==> src/rtl/mac_pkg.sv <==
// Constants and types for the metering accumulation configuration registers
package mac_pkg;
  // Register offsets, as seen on the host register port
  localparam logic [11:0] MAC_ADDR_PULSE_SEL = 12'h491;
  localparam logic [11:0] MAC_ADDR_ACCUM     = 12'h492;
  localparam logic [11:0] MAC_ADDR_OC        = 12'h493;
  // Field positions and widths
  localparam int MAC_PSEL_FIELD_W  = 3;   // One include field per pulse output
  localparam int MAC_PSEL_W        = 12;  // Four fields, bits [11:0]
  localparam int MAC_ACC_W         = 9;   // Bits [8:0]; [15:9] reserved
  localparam int MAC_ACC_FREQ_BIT  = 8;
  localparam int MAC_ACC_ICONS_BIT = 7;
  localparam int MAC_ACC_WIRE_LSB  = 4;
  localparam int MAC_ACC_VAR_LSB   = 2;
  localparam int MAC_ACC_WATT_LSB  = 0;
  localparam int MAC_OC_LSB        = 12;  // Bits [15:12]
  localparam int MAC_OC_W          = 4;
  // Reset values
  localparam logic [MAC_PSEL_W-1:0] MAC_PSEL_RST = 12'h000;
  localparam logic [MAC_ACC_W-1:0]  MAC_ACC_RST  = 9'h000;
  localparam logic [MAC_OC_W-1:0]   MAC_OC_RST   = 4'hf;
  // Line frequency choices and the sample rate of the period counts
  localparam int MAC_LINE_HZ_50     = 50;
  localparam int MAC_LINE_HZ_60     = 60;
  localparam int MAC_SAMPLE_RATE_HZ = 8000;
  // Voltage wiring arrangements
  typedef enum logic [2:0] {
    MAC_WIRE_WYE      = 3'h0,
    MAC_WIRE_DELTA_VB = 3'h1,
    MAC_WIRE_NB_WYE   = 3'h2,
    MAC_WIRE_NB_DELTA = 3'h3,
    MAC_WIRE_DELTA3   = 3'h4
  } mac_wire_t;
  // Energy accumulation modes
  typedef enum logic [1:0] {
    MAC_ACC_SIGNED = 2'h0,
    MAC_ACC_ABS    = 2'h1,
    MAC_ACC_POS    = 2'h2,
    MAC_ACC_NEG    = 2'h3
  } mac_acc_t;
endpackage
==> src/rtl/mac_accum_cfg.sv <==
// Accumulation configuration registers and the datapath steering they drive
//
// How it works
// [RULE1] Pulse 4 include field bits 11:9; bit2 phase C, bit1 B, bit0 A.
// [RULE2] Pulse 3,2,1 include fields at 8:6, 5:3, 2:0; reset zero, read/write.
// [RULE3] Frequency bit clear means 50 Hz, set means 60 Hz line.
// [RULE4] Without zero crossings the line period defaults from the frequency bit.
// [RULE5] Derive bit set: phase B current becomes minus phase A minus phase C.
// [RULE6] Wiring 000 measured wye; 010 VB=-(VA+VC); 011 VB=-VA.
// [RULE7] Wiring 100 three-wire delta: VA-VB, VA-VC, VC-VB.
// [RULE8] Wiring 001 replaces only phase B voltage with VA-VC.
// [RULE9] Reactive mode bits 3:2: signed, absolute, positive-only, negative-only.
// [RULE10] Active mode bits 1:0 use the same four-mode encoding.
// [RULE11] Overcurrent enables reset to all ones; any combination allowed.
// [RULE12] Overcurrent bit 12 phase A, 13 B, 14 C, 15 neutral.
// [RULE13] Energy type is chosen elsewhere; include fields only pick phases.
`timescale 1ns/100ps
`default_nettype none
module mac_accum_cfg
  import mac_pkg::*;
#(
  parameter int W    = 24,  // Waveform sample width
  parameter int PW   = 32,  // Power sample width
  parameter int PERW = 16,  // Line period width, in sample counts
  parameter int RATE = MAC_SAMPLE_RATE_HZ
) (
  input  wire logic              REF_CLK,
  input  wire logic              SRST,
  input  wire logic [11:0]       REG_ADDR,
  input  wire logic              REG_WR,
  input  wire logic              REG_RD,
  input  wire logic [15:0]       REG_WDATA,
  output logic      [15:0]       REG_RDATA,
  output logic                   REG_RVALID,
  input  wire logic              SAMPLE_VALID,
  input  wire logic [W-1:0]      VA_IN,
  input  wire logic [W-1:0]      VB_IN,
  input  wire logic [W-1:0]      VC_IN,
  input  wire logic [W-1:0]      IA_IN,
  input  wire logic [W-1:0]      IB_IN,
  input  wire logic [W-1:0]      IC_IN,
  output logic      [W+1:0]      VA_EFF,
  output logic      [W+1:0]      VB_EFF,
  output logic      [W+1:0]      VC_EFF,
  output logic      [W+1:0]      IB_EFF,
  output logic                   EFF_VALID,
  input  wire logic              ZX_PRESENT,
  input  wire logic [PERW-1:0]   MEAS_PERIOD,
  output logic      [PERW-1:0]   LINE_PERIOD,
  output logic                   LINE_IS_60HZ,
  input  wire logic              PWR_VALID,
  input  wire logic [12*PW-1:0]  PWR_IN,
  input  wire logic [3:0]        PWR_REACTIVE,
  output logic      [4*PW+11:0]  PULSE_SUM,
  output logic                   PULSE_VALID,
  input  wire logic [3:0]        OC_RAW,
  output logic      [3:0]        OC_ENABLE,
  output logic      [3:0]        OC_FLAG
);

  localparam int SW = PW + 3;  // Three phase terms, each one bit wider
  localparam logic [PERW-1:0] PER_50 = PERW'(RATE / MAC_LINE_HZ_50);
  localparam logic [PERW-1:0] PER_60 = PERW'(RATE / MAC_LINE_HZ_60);

  logic [MAC_PSEL_W-1:0] psel_reg,  psel_next;
  logic [MAC_ACC_W-1:0]  acc_reg,   acc_next;
  logic [MAC_OC_W-1:0]   oc_reg,    oc_next;
  logic [15:0]           rdata_reg, rdata_next;
  logic                  rvalid_reg, rvalid_next;
  logic [W+1:0]          va_reg, va_next, vb_reg, vb_next;
  logic [W+1:0]          vc_reg, vc_next, ib_reg, ib_next;
  logic                  effv_reg, effv_next;
  logic [PERW-1:0]       per_reg, per_next;
  logic                  f60_reg, f60_next;
  logic [4*SW-1:0]       sum_reg, sum_next;
  logic                  pv_reg, pv_next;
  logic [3:0]            ocf_reg, ocf_next;
  logic signed [W+1:0]   ea, eb, ec, ei_a, ei_c;
  mac_wire_t             wire_sel;
  mac_acc_t              var_mode, watt_mode;

  // Register read image; reserved and unmapped bits read as zero
  function automatic logic [15:0] mac_read(input logic [11:0] a);
    logic [15:0] d;
    d = 16'h0000;
    unique case (a)
      MAC_ADDR_PULSE_SEL: d = {4'h0, psel_reg};
      MAC_ADDR_ACCUM:     d = {7'h00, acc_reg};
      MAC_ADDR_OC:        d = {oc_reg, 12'h000};
      default:            d = 16'h0000;
    endcase
    return d;
  endfunction

  // Sign extension of a waveform sample to the datapath width
  function automatic logic signed [W+1:0] mac_ext(input logic [W-1:0] x);
    return signed'({{2{x[W-1]}}, x});
  endfunction

  // One phase power shaped by its accumulation mode
  function automatic logic signed [PW:0] mac_accum(
    input mac_acc_t m, input logic [PW-1:0] x);
    logic signed [PW:0] xe;
    xe = signed'({x[PW-1], x});
    unique case (m)
      MAC_ACC_SIGNED: return xe;
      MAC_ACC_ABS:    return (xe < 0) ? -xe : xe;
      MAC_ACC_POS:    return (xe > 0) ? xe : '0;
      MAC_ACC_NEG:    return (xe < 0) ? xe : '0;
    endcase
  endfunction

  assign wire_sel  = mac_wire_t'(acc_reg[MAC_ACC_WIRE_LSB +: 3]);
  assign var_mode  = mac_acc_t'(acc_reg[MAC_ACC_VAR_LSB +: 2]);
  assign watt_mode = mac_acc_t'(acc_reg[MAC_ACC_WATT_LSB +: 2]);
  assign ea   = mac_ext(VA_IN);
  assign eb   = mac_ext(VB_IN);
  assign ec   = mac_ext(VC_IN);
  assign ei_a = mac_ext(IA_IN);
  assign ei_c = mac_ext(IC_IN);

  // Host register port: writes land next edge, reads answer one cycle on
  always_comb begin
    psel_next   = psel_reg;
    acc_next    = acc_reg;
    oc_next     = oc_reg;
    rvalid_next = REG_RD;
    rdata_next  = REG_RD ? mac_read(REG_ADDR) : rdata_reg;
    if (REG_WR) begin
      unique case (REG_ADDR)
        MAC_ADDR_PULSE_SEL: psel_next = REG_WDATA[MAC_PSEL_W-1:0]; // [RULE2]
        MAC_ADDR_ACCUM:     acc_next  = REG_WDATA[MAC_ACC_W-1:0];
        MAC_ADDR_OC:        oc_next   = REG_WDATA[MAC_OC_LSB +: MAC_OC_W]; // [RULE11]
        default:            ;
      endcase
    end
  end

  always_ff @(posedge REF_CLK) begin
    if (SRST) begin
      psel_reg   <= MAC_PSEL_RST; // [RULE2]
      acc_reg    <= MAC_ACC_RST;
      oc_reg     <= MAC_OC_RST;   // [RULE11]
      rdata_reg  <= 16'h0000;
      rvalid_reg <= 1'b0;
    end else begin
      psel_reg   <= psel_next;
      acc_reg    <= acc_next;
      oc_reg     <= oc_next;
      rdata_reg  <= rdata_next;
      rvalid_reg <= rvalid_next;
    end
  end

  // Waveform substitution; held between samples so consumers see stable data
  always_comb begin
    va_next   = va_reg;
    vb_next   = vb_reg;
    vc_next   = vc_reg;
    ib_next   = ib_reg;
    effv_next = SAMPLE_VALID;
    if (SAMPLE_VALID) begin
      va_next = ea;
      vb_next = eb;
      vc_next = ec;
      unique case (wire_sel)
        MAC_WIRE_DELTA_VB: vb_next = ea - ec;     // [RULE8]
        MAC_WIRE_NB_WYE:   vb_next = -(ea + ec);  // [RULE6]
        MAC_WIRE_NB_DELTA: vb_next = -ea;         // [RULE6]
        MAC_WIRE_DELTA3: begin
          va_next = ea - eb;                      // [RULE7]
          vb_next = ea - ec;                      // [RULE7]
          vc_next = ec - eb;                      // [RULE7]
        end
        default: ;  // Wye and unused codes keep measured voltages [RULE6]
      endcase
      // Lets a meter run with only two current sensors
      ib_next = acc_reg[MAC_ACC_ICONS_BIT] ? -(ei_a + ei_c) : mac_ext(IB_IN); // [RULE5]
    end
  end

  // Line period falls back to the nominal period of the chosen frequency
  always_comb begin
    f60_next = acc_reg[MAC_ACC_FREQ_BIT];  // [RULE3]
    if (ZX_PRESENT)
      per_next = MEAS_PERIOD;
    else
      per_next = f60_next ? PER_60 : PER_50; // [RULE4]
  end

  // Pulse sums: phase terms shaped by mode, then gated by include fields
  always_comb begin
    logic signed [PW:0]   term;
    logic signed [SW-1:0] acc;
    mac_acc_t             m;
    term    = '0;
    acc     = '0;
    m       = MAC_ACC_SIGNED;
    sum_next = sum_reg;
    pv_next  = PWR_VALID;
    if (PWR_VALID) begin
      for (int k = 0; k < 4; k++) begin
        // Energy type arrives already chosen; only its class matters [RULE13]
        m   = PWR_REACTIVE[k] ? var_mode : watt_mode; // [RULE9] [RULE10]
        acc = '0;
        for (int p = 0; p < 3; p++) begin
          term = mac_accum(m, PWR_IN[(k*3+p)*PW +: PW]);
          if (psel_reg[k*MAC_PSEL_FIELD_W + p]) // [RULE1] [RULE2]
            acc = acc + signed'({{2{term[PW]}}, term});
        end
        sum_next[k*SW +: SW] = acc;
      end
    end
  end

  // Overcurrent gating: field bit 0 (reg bit 12) is phase A, bit 3 neutral
  always_comb begin
    ocf_next = OC_RAW & oc_reg; // [RULE12]
  end

  always_ff @(posedge REF_CLK) begin
    if (SRST) begin
      va_reg   <= '0;
      vb_reg   <= '0;
      vc_reg   <= '0;
      ib_reg   <= '0;
      effv_reg <= 1'b0;
      per_reg  <= '0;
      f60_reg  <= 1'b0;
      sum_reg  <= '0;
      pv_reg   <= 1'b0;
      ocf_reg  <= 4'h0;
    end else begin
      va_reg   <= va_next;
      vb_reg   <= vb_next;
      vc_reg   <= vc_next;
      ib_reg   <= ib_next;
      effv_reg <= effv_next;
      per_reg  <= per_next;
      f60_reg  <= f60_next;
      sum_reg  <= sum_next;
      pv_reg   <= pv_next;
      ocf_reg  <= ocf_next;
    end
  end

  assign REG_RDATA    = rdata_reg;
  assign REG_RVALID   = rvalid_reg;
  assign VA_EFF       = va_reg;
  assign VB_EFF       = vb_reg;
  assign VC_EFF       = vc_reg;
  assign IB_EFF       = ib_reg;
  assign EFF_VALID    = effv_reg;
  assign LINE_PERIOD  = per_reg;
  assign LINE_IS_60HZ = f60_reg;
  assign PULSE_SUM    = sum_reg;
  assign PULSE_VALID  = pv_reg;
  assign OC_ENABLE    = oc_reg;
  assign OC_FLAG      = ocf_reg;
endmodule
`default_nettype wire

==> config.mk <==
export PLATFORM = sky130hd
export DESIGN_NAME = mac_accum_cfg
export DESIGN_NICKNAME = d
export VERILOG_FILES = /design/src/rtl/mac_pkg.sv /design/src/rtl/mac_accum_cfg.sv
export SDC_FILE = /design/constraint.sdc
export NUM_CORES = 2
export LEC_CHECK = 0
export BUFFER_PORTS_ARGS = -buffer_cell sky130_fd_sc_hd__buf_4
export CAP_MARGIN = 20
export CORE_AREA = 2 2 345 347
export CTS_BUF_LIST = sky130_fd_sc_hd__clkbuf_8
export DETAILED_ROUTE_END_ITERATION = 10
export DIE_AREA = 0 0 347 349
export PLACE_DENSITY = 0.66
export SYNTH_ARGS = -nofsm -noshare
export SYNTH_HDL_FRONTEND = slang
export SYNTH_SLANG_ARGS = --single-unit
==> constraint.sdc <==
create_clock -name REF_CLK -period 15 [get_ports REF_CLK]
set_input_delay 2.25 -clock REF_CLK [delete_from_list [all_inputs] [get_ports REF_CLK]]
set_output_delay 2.25 -clock REF_CLK [all_outputs]
set_load 0.02 [all_outputs]
* Yosys cells after proc, flatten, opt, wreduce, memory -nomap -nowiden *
Cells that the tools add are included.

storage, ports and cells
  word-level logic and storage cells = 182
  flip-flop bits (word level) = 309
  bits of input ports = 587
  output and inout bits = 288

cells by class
  add/sub/neg operators = 28
  equality and inequality tests = 19
  order comparisons = 24
  reduce and logical (&&, ||, !) cells = 8
  bitwise logic cells = 1
  muxes and demuxes = 87

operators with widths
  operator                                                                number
  33-bit one-hot mux with 4 select lines                                  12
  33-bit 2-to-1 mux                                                       44
  35-bit 2-to-1 mux                                                       20
  32-bit negator with 33-bit output                                       12
  32-bit by 1-bit > comparator with 1-bit output (second input constant)  12
  32-bit by 1-bit < comparator with 1-bit output (second input constant)  12
  35-bit by 33-bit adder with 35-bit output                               8
  26-bit 2-to-1 mux                                                       3
  26-bit one-hot mux with 3 select lines                                  1
  24-bit by 24-bit subtractor with 25-bit output                          3
  25-bit negator with 26-bit output                                       2
  24-bit by 24-bit adder with 25-bit output                               2
  16-bit one-hot mux with 3 select lines                                  1
  12-bit by 11-bit == test with 1-bit output (second input constant)      3
  24-bit negator with 26-bit output                                       1
  2-bit == test (second input constant)                                   8
  16-bit 2-to-1 mux                                                       1
  2-bit by 1-bit == test with 1-bit output (second input constant)        4
  2-bit logical NOT                                                       4
  2-bit 2-to-1 mux                                                        4
  3-bit by 2-bit == test with 1-bit output (second input constant)        2
  6-bit 2-to-1 mux                                                        1
  2-bit AND reduction                                                     3
  4-bit bitwise AND                                                       1
  3 further kinds                                                         3

* Depth between registers and ports, before layout *
  depth in word-level cells = 10
  depth in mapped cells = 36

* Worst setup path after synthesis *
No wires, ideal clock.

  kind = input to register
  from = input port PWR_IN[224]
  to = register sum_reg[104], in the netlist PULSE_SUM[104]
  buffers on the path = 2
  stages = 34
  data required time = 14.909 ns
  slack = 5.201 ns
  arrival = 9.708 ns
  library setup time = 0.091 ns
  cells stage by stage = inv_1 -> ha_1 -> or3b_1 -> or3_4 -> or4_4 -> or4_4 -> nor4_1 -> a21oi_1 -> o21ai_1 -> nand2_1 -> clkbuf_1 -> buf_2 -> o21ai_1 -> nand2_1 -> fa_1 -> a211oi_1 -> nor4_1 -> nor2_1 -> a21oi_1 -> o21ai_0 -> a21oi_1 -> a2111oi_0 -> xnor2_1 -> mux2_2 -> ha_1 -> nand3_1 -> a21oi_1 -> o41ai_1 -> a31oi_1 -> o21ai_0 -> a311oi_1 -> or4_1 -> a21o_1 -> a311oi_1

between the ends
  word-level cells in the longest chain between the ends = 9
  elaborated cells between the ends (all ways) = 13
  classes of those cells = 3 x add/sub; 2 x order compare; 8 x mux

ends and longest elaborated chain
  what                                                       line                                                              RTL
  start, declared                                            mac_accum_cfg.sv:52                                               input wire logic [12*PW-1:0] PWR_IN,
  32-bit negator with 33-bit output (tied with other cells)  mac_accum_cfg.sv:107                                              MAC_ACC_ABS: return (xe < 0) ? -xe : xe;
  33-bit 2-to-1 mux (on tied branches)                       mac_accum_cfg.sv:107, mac_accum_cfg.sv:108, mac_accum_cfg.sv:109
  33-bit one-hot mux with 4 select lines *                   mac_accum_cfg.sv:105                                              unique case (m)
  33-bit 2-to-1 mux *                                        mac_accum_cfg.sv:201                                              if (PWR_VALID) begin
  35-bit by 33-bit adder with 35-bit output *                mac_accum_cfg.sv:209                                              acc = acc + signed'({{2{term[PW]}}, term});
  35-bit 2-to-1 mux *                                        mac_accum_cfg.sv:208                                              if (psel_reg[k*MAC_PSEL_FIELD_W + p])
  35-bit 2-to-1 mux *                                        mac_accum_cfg.sv:201
  35-bit by 33-bit adder with 35-bit output                  mac_accum_cfg.sv:209
  35-bit 2-to-1 mux *                                        mac_accum_cfg.sv:208
  end signal, assigned                                       mac_accum_cfg.sv:241                                              sum_reg <= sum_next;
  end, declared                                              mac_accum_cfg.sv:75                                               logic [4*SW-1:0] sum_reg, sum_next;

Mark *: on every way between the ends. The rest lies on a longest branch, timed or not. The select of a mux whose other input is x is not followed.
A chain may end at the register's enable or synchronous reset.

* Final worst setup path *
Ends and elaborated chain as after synthesis.

==> results.toml <==
[clocking]
htree_levels = 3
cts.clk_slew.worst_paths_ns = 0.06
cts_hold_buf = 0
cts_sinks = 307
numCtsBuffers = 68
tritoncts = "built"
cts_max_path_buffers = 3
insertion_delay_ns = 0.70
cts_root_buf = "clkbuf_8"
post_cts_buffers = 0
cts_resized = 0

[timing]
rsz0062_at_grt = "no"
drv_slew = 0
setup-tns-final_ns = 0
period_share_pct = 69.2
setup_violations = 0
whs_ns = 0.454
hold_viol_final = 0
fmax_mhz = 96.3
min_period_ns = 10.38
max_slew.worst_pin.slew_ns = 1.12
clock_skew_ns = 0.0475
max_slew_margin_pct = 25.4

[finish]
area_growth_pct = 18.8
layout.nets = 8842
layout-drive-gt1-share_pct = 15.7
largest_register_ffs = 140
nFillCells = 12084
final-seq-area_sq_um = 6150
multi_input_area_sq_um = 39100

[global_routing]
grt_antenna_before_repair = 20
grt.total_usage_pct = 33.1
gr-total-overflow = 0
grt_pass1_wl_mm = 317
grt_max_degree = 100
grt_pass1_vias = 52923

[synthesis]
synth-seq-cells = 307
synth_cells = 7152
async_flop_share_pct = 0
yosysWarnings = 0
ys.flop_type = "dfxtp_1"
synth_nets = 8201
avgSynthCellArea_sq_um = 6.71
ys_types = 93
seq_area_frac_synth_pct = 12.8
synth_edf_count = 0
syn-cell-area_sq_um = 48000

[power]
power_frac_comb_pct = 34.4
power.switching_mw = 1.08
p_int_mw = 1.81
ir_worst_vdd_uv = 71.5
swShare_pct = 37.3
pwr-share-clk_pct = 35.1
p_seq_share_pct = 30.5
power_density_nw_per_um2 = 50.6
leakage_nw = 24.9

[route]
dr.pass1.iters = 6
drtAntennaViolNets = 0
drt_iter0_drc = 5533
drt_wl_total_mm = 214
viasPerCell = 6.21
drcViolationCount = 0
vias = 58267
wire_per_inst_microns = 22.8

[die]
die_area_sq_um = 121000
die_w_microns = 347
core_area_sq_um = 117000
num_rows = 126
start_util_pct = 40.9
die_h_microns = 349
ios = 875

[worst_setup_path]
required_ns = 15.57
slowest_stage = "a2111oi_0"
worst_setup_path_end_kind = "flip-flop"
worstPathArrival_ns = 10.95
critPathBufInv = 3
startpoint_type = "primary input"
critPathTopFamily = "compound AO/OA/AOI/OAI gates"
max_stage_delay_ns = 0.52
cp_max_fo = 27
critPathKind = "in2reg"

[min_path]
hp-class = "reg2reg"

[place]
hpwl_mm = 170
gp_congestion = 1.01
port_buffers = 874

[run]
maxCapViolCount = 0

[status]
outcome = "completed"
-- layout by cell type (no fill, tap or decap), drive strengths merged, types with 182 or more instances in the layout --
cell type / netlist / final
ha: 449 / 449
nand2: 685 / 685
nor3: 228 / 228
inv: 360 / 377
a21oi: 776 / 776
a21o: 182 / 182
dfxtp: 307 / 307
nand3: 192 / 192
buf: 48 / 937
o21ai: 710 / 710
nor2: 689 / 689
xnor2: 213 / 213
-- cell usage after synthesis, drive strengths merged, types with 61 or more instances --
library cell / count / area [sq um]
a21oi: 776 / 3880
a31oi: 77 / 482
or3: 142 / 913
clkbuf: 320 / 1230
o21ai: 710 / 3560
xnor2: 213 / 1870
o31ai: 109 / 818
inv: 360 / 1350
nand2: 685 / 2570
ha: 449 / 5620
o21a: 88 / 661
nor2: 689 / 2590
nand3: 192 / 961
xor2: 98 / 858
nand2b: 71 / 452
mux2i: 80 / 801
and3: 63 / 394
dfxtp: 307 / 6150
nor2b: 76 / 475
o22ai: 68 / 425
mux2: 77 / 867
a211oi: 168 / 1260
a21o: 182 / 1370
or4: 61 / 483
nor3: 228 / 1140
-- power by group through the flow --
stage / Combinational (mW) / Clock, mW / Sequential [mW]
floorplan: 0.536 / 0 / 0.929
global placement: 0.960 / 0 / 0.895
detailed placement: 0.972 / 0 / 0.895
CTS: 0.977 / 1.04 / 0.878
global route: 1.08 / 1.07 / 0.881
finish: 0.993 / 1.01 / 0.879
-- cell type report --
type	instances	area share, %
repair buffers	940	12.4
well taps	1536	3.37
inverters	365	2.40
clock inverters	36	0.480
clock buffers	81	1.95
flip-flops and latches	307	10.8
multi-input cells	6111	68.6
diodes	6	0.0263
-- cell families after synthesis --
| family | Yosys count | synth area share [%] |
|---|---|---|
| AOI/OAI and AO/OA | 2686 | 35.0 |
| and+or+nand+nor | 2495 | 24.9 |
| buffers and inverters | 734 | 5.86 |
| adders and majority gates | 462 | 12.2 |
| xor gates and xnor gates | 311 | 5.68 |
| DFF | 307 | 12.8 |
| muxes | 157 | 3.48 |
-- stage by stage --
stage	setup WS, ns	power, mW	utilization, %	instance area (sq um)	instances
6_report	4.62	2.88	48.6	57000	9382
3_5_place_dp	4.18	1.87	47.3	55600	9257
5_1_grt	4.16	3.03	48.6	57000	9382
3_3_place_gp	4.37	1.86	47.3	55600	9257
4_1_cts	4.89	2.89	48.5	57000	9374
2_1_floorplan	5.20	1.46	-	48000	7152
-- metal layers --
metal / part of all wire [%] / GRT usage, %
met4: 4.8 / 14.8
met3: 9.3 / 6.95
met5: 0.074 / 0
met2: 45 / 53.5
met1: 41 / 42.3
-- worst paths after layout --
check / startpoint / end / slack, ns / depth (start not counted)
setup / recovery: PWR_IN[224] / PULSE_SUM[104]$_SDFFE_PP0P_ / 4.62 / 34
hold / removal: VB_EFF[7]$_SDFFE_PP0P_ / VB_EFF[7]$_SDFFE_PP0P_ / 0.45 / 2
setup reg to reg: acc_reg[1]$_SDFFE_PP0P_ / PULSE_SUM[104]$_SDFFE_PP0P_ / 6.45 / 25
hold reg to reg: VB_EFF[7]$_SDFFE_PP0P_ / VB_EFF[7]$_SDFFE_PP0P_ / 0.45 / 2
-- worst register-to-register path, cell delays in order, from the launching register on --
cell and delay [ns]:
dfxtp_1 0.64, mux2_2 0.62, nor2_4 0.38, buf_4 0.74, nand2_1 0.38, o31ai_1 0.31
ha_1 0.33, a211oi_1 0.38, nor4_1 0.14, nor2_1 0.24, a21oi_1 0.12, o21ai_0 0.36
a21oi_1 0.13, a2111oi_0 0.52, xnor2_1 0.21, mux2_2 0.31, ha_1 0.34, nand3_1 0.13
a21oi_1 0.05, o41ai_1 0.41, a31oi_1 0.22, o21ai_0 0.42, a311oi_1 0.19, or4_1 0.45
a21o_1 0.19, a311oi_1 0.23
No activity file was read; power rests on OpenSTA's default activity.
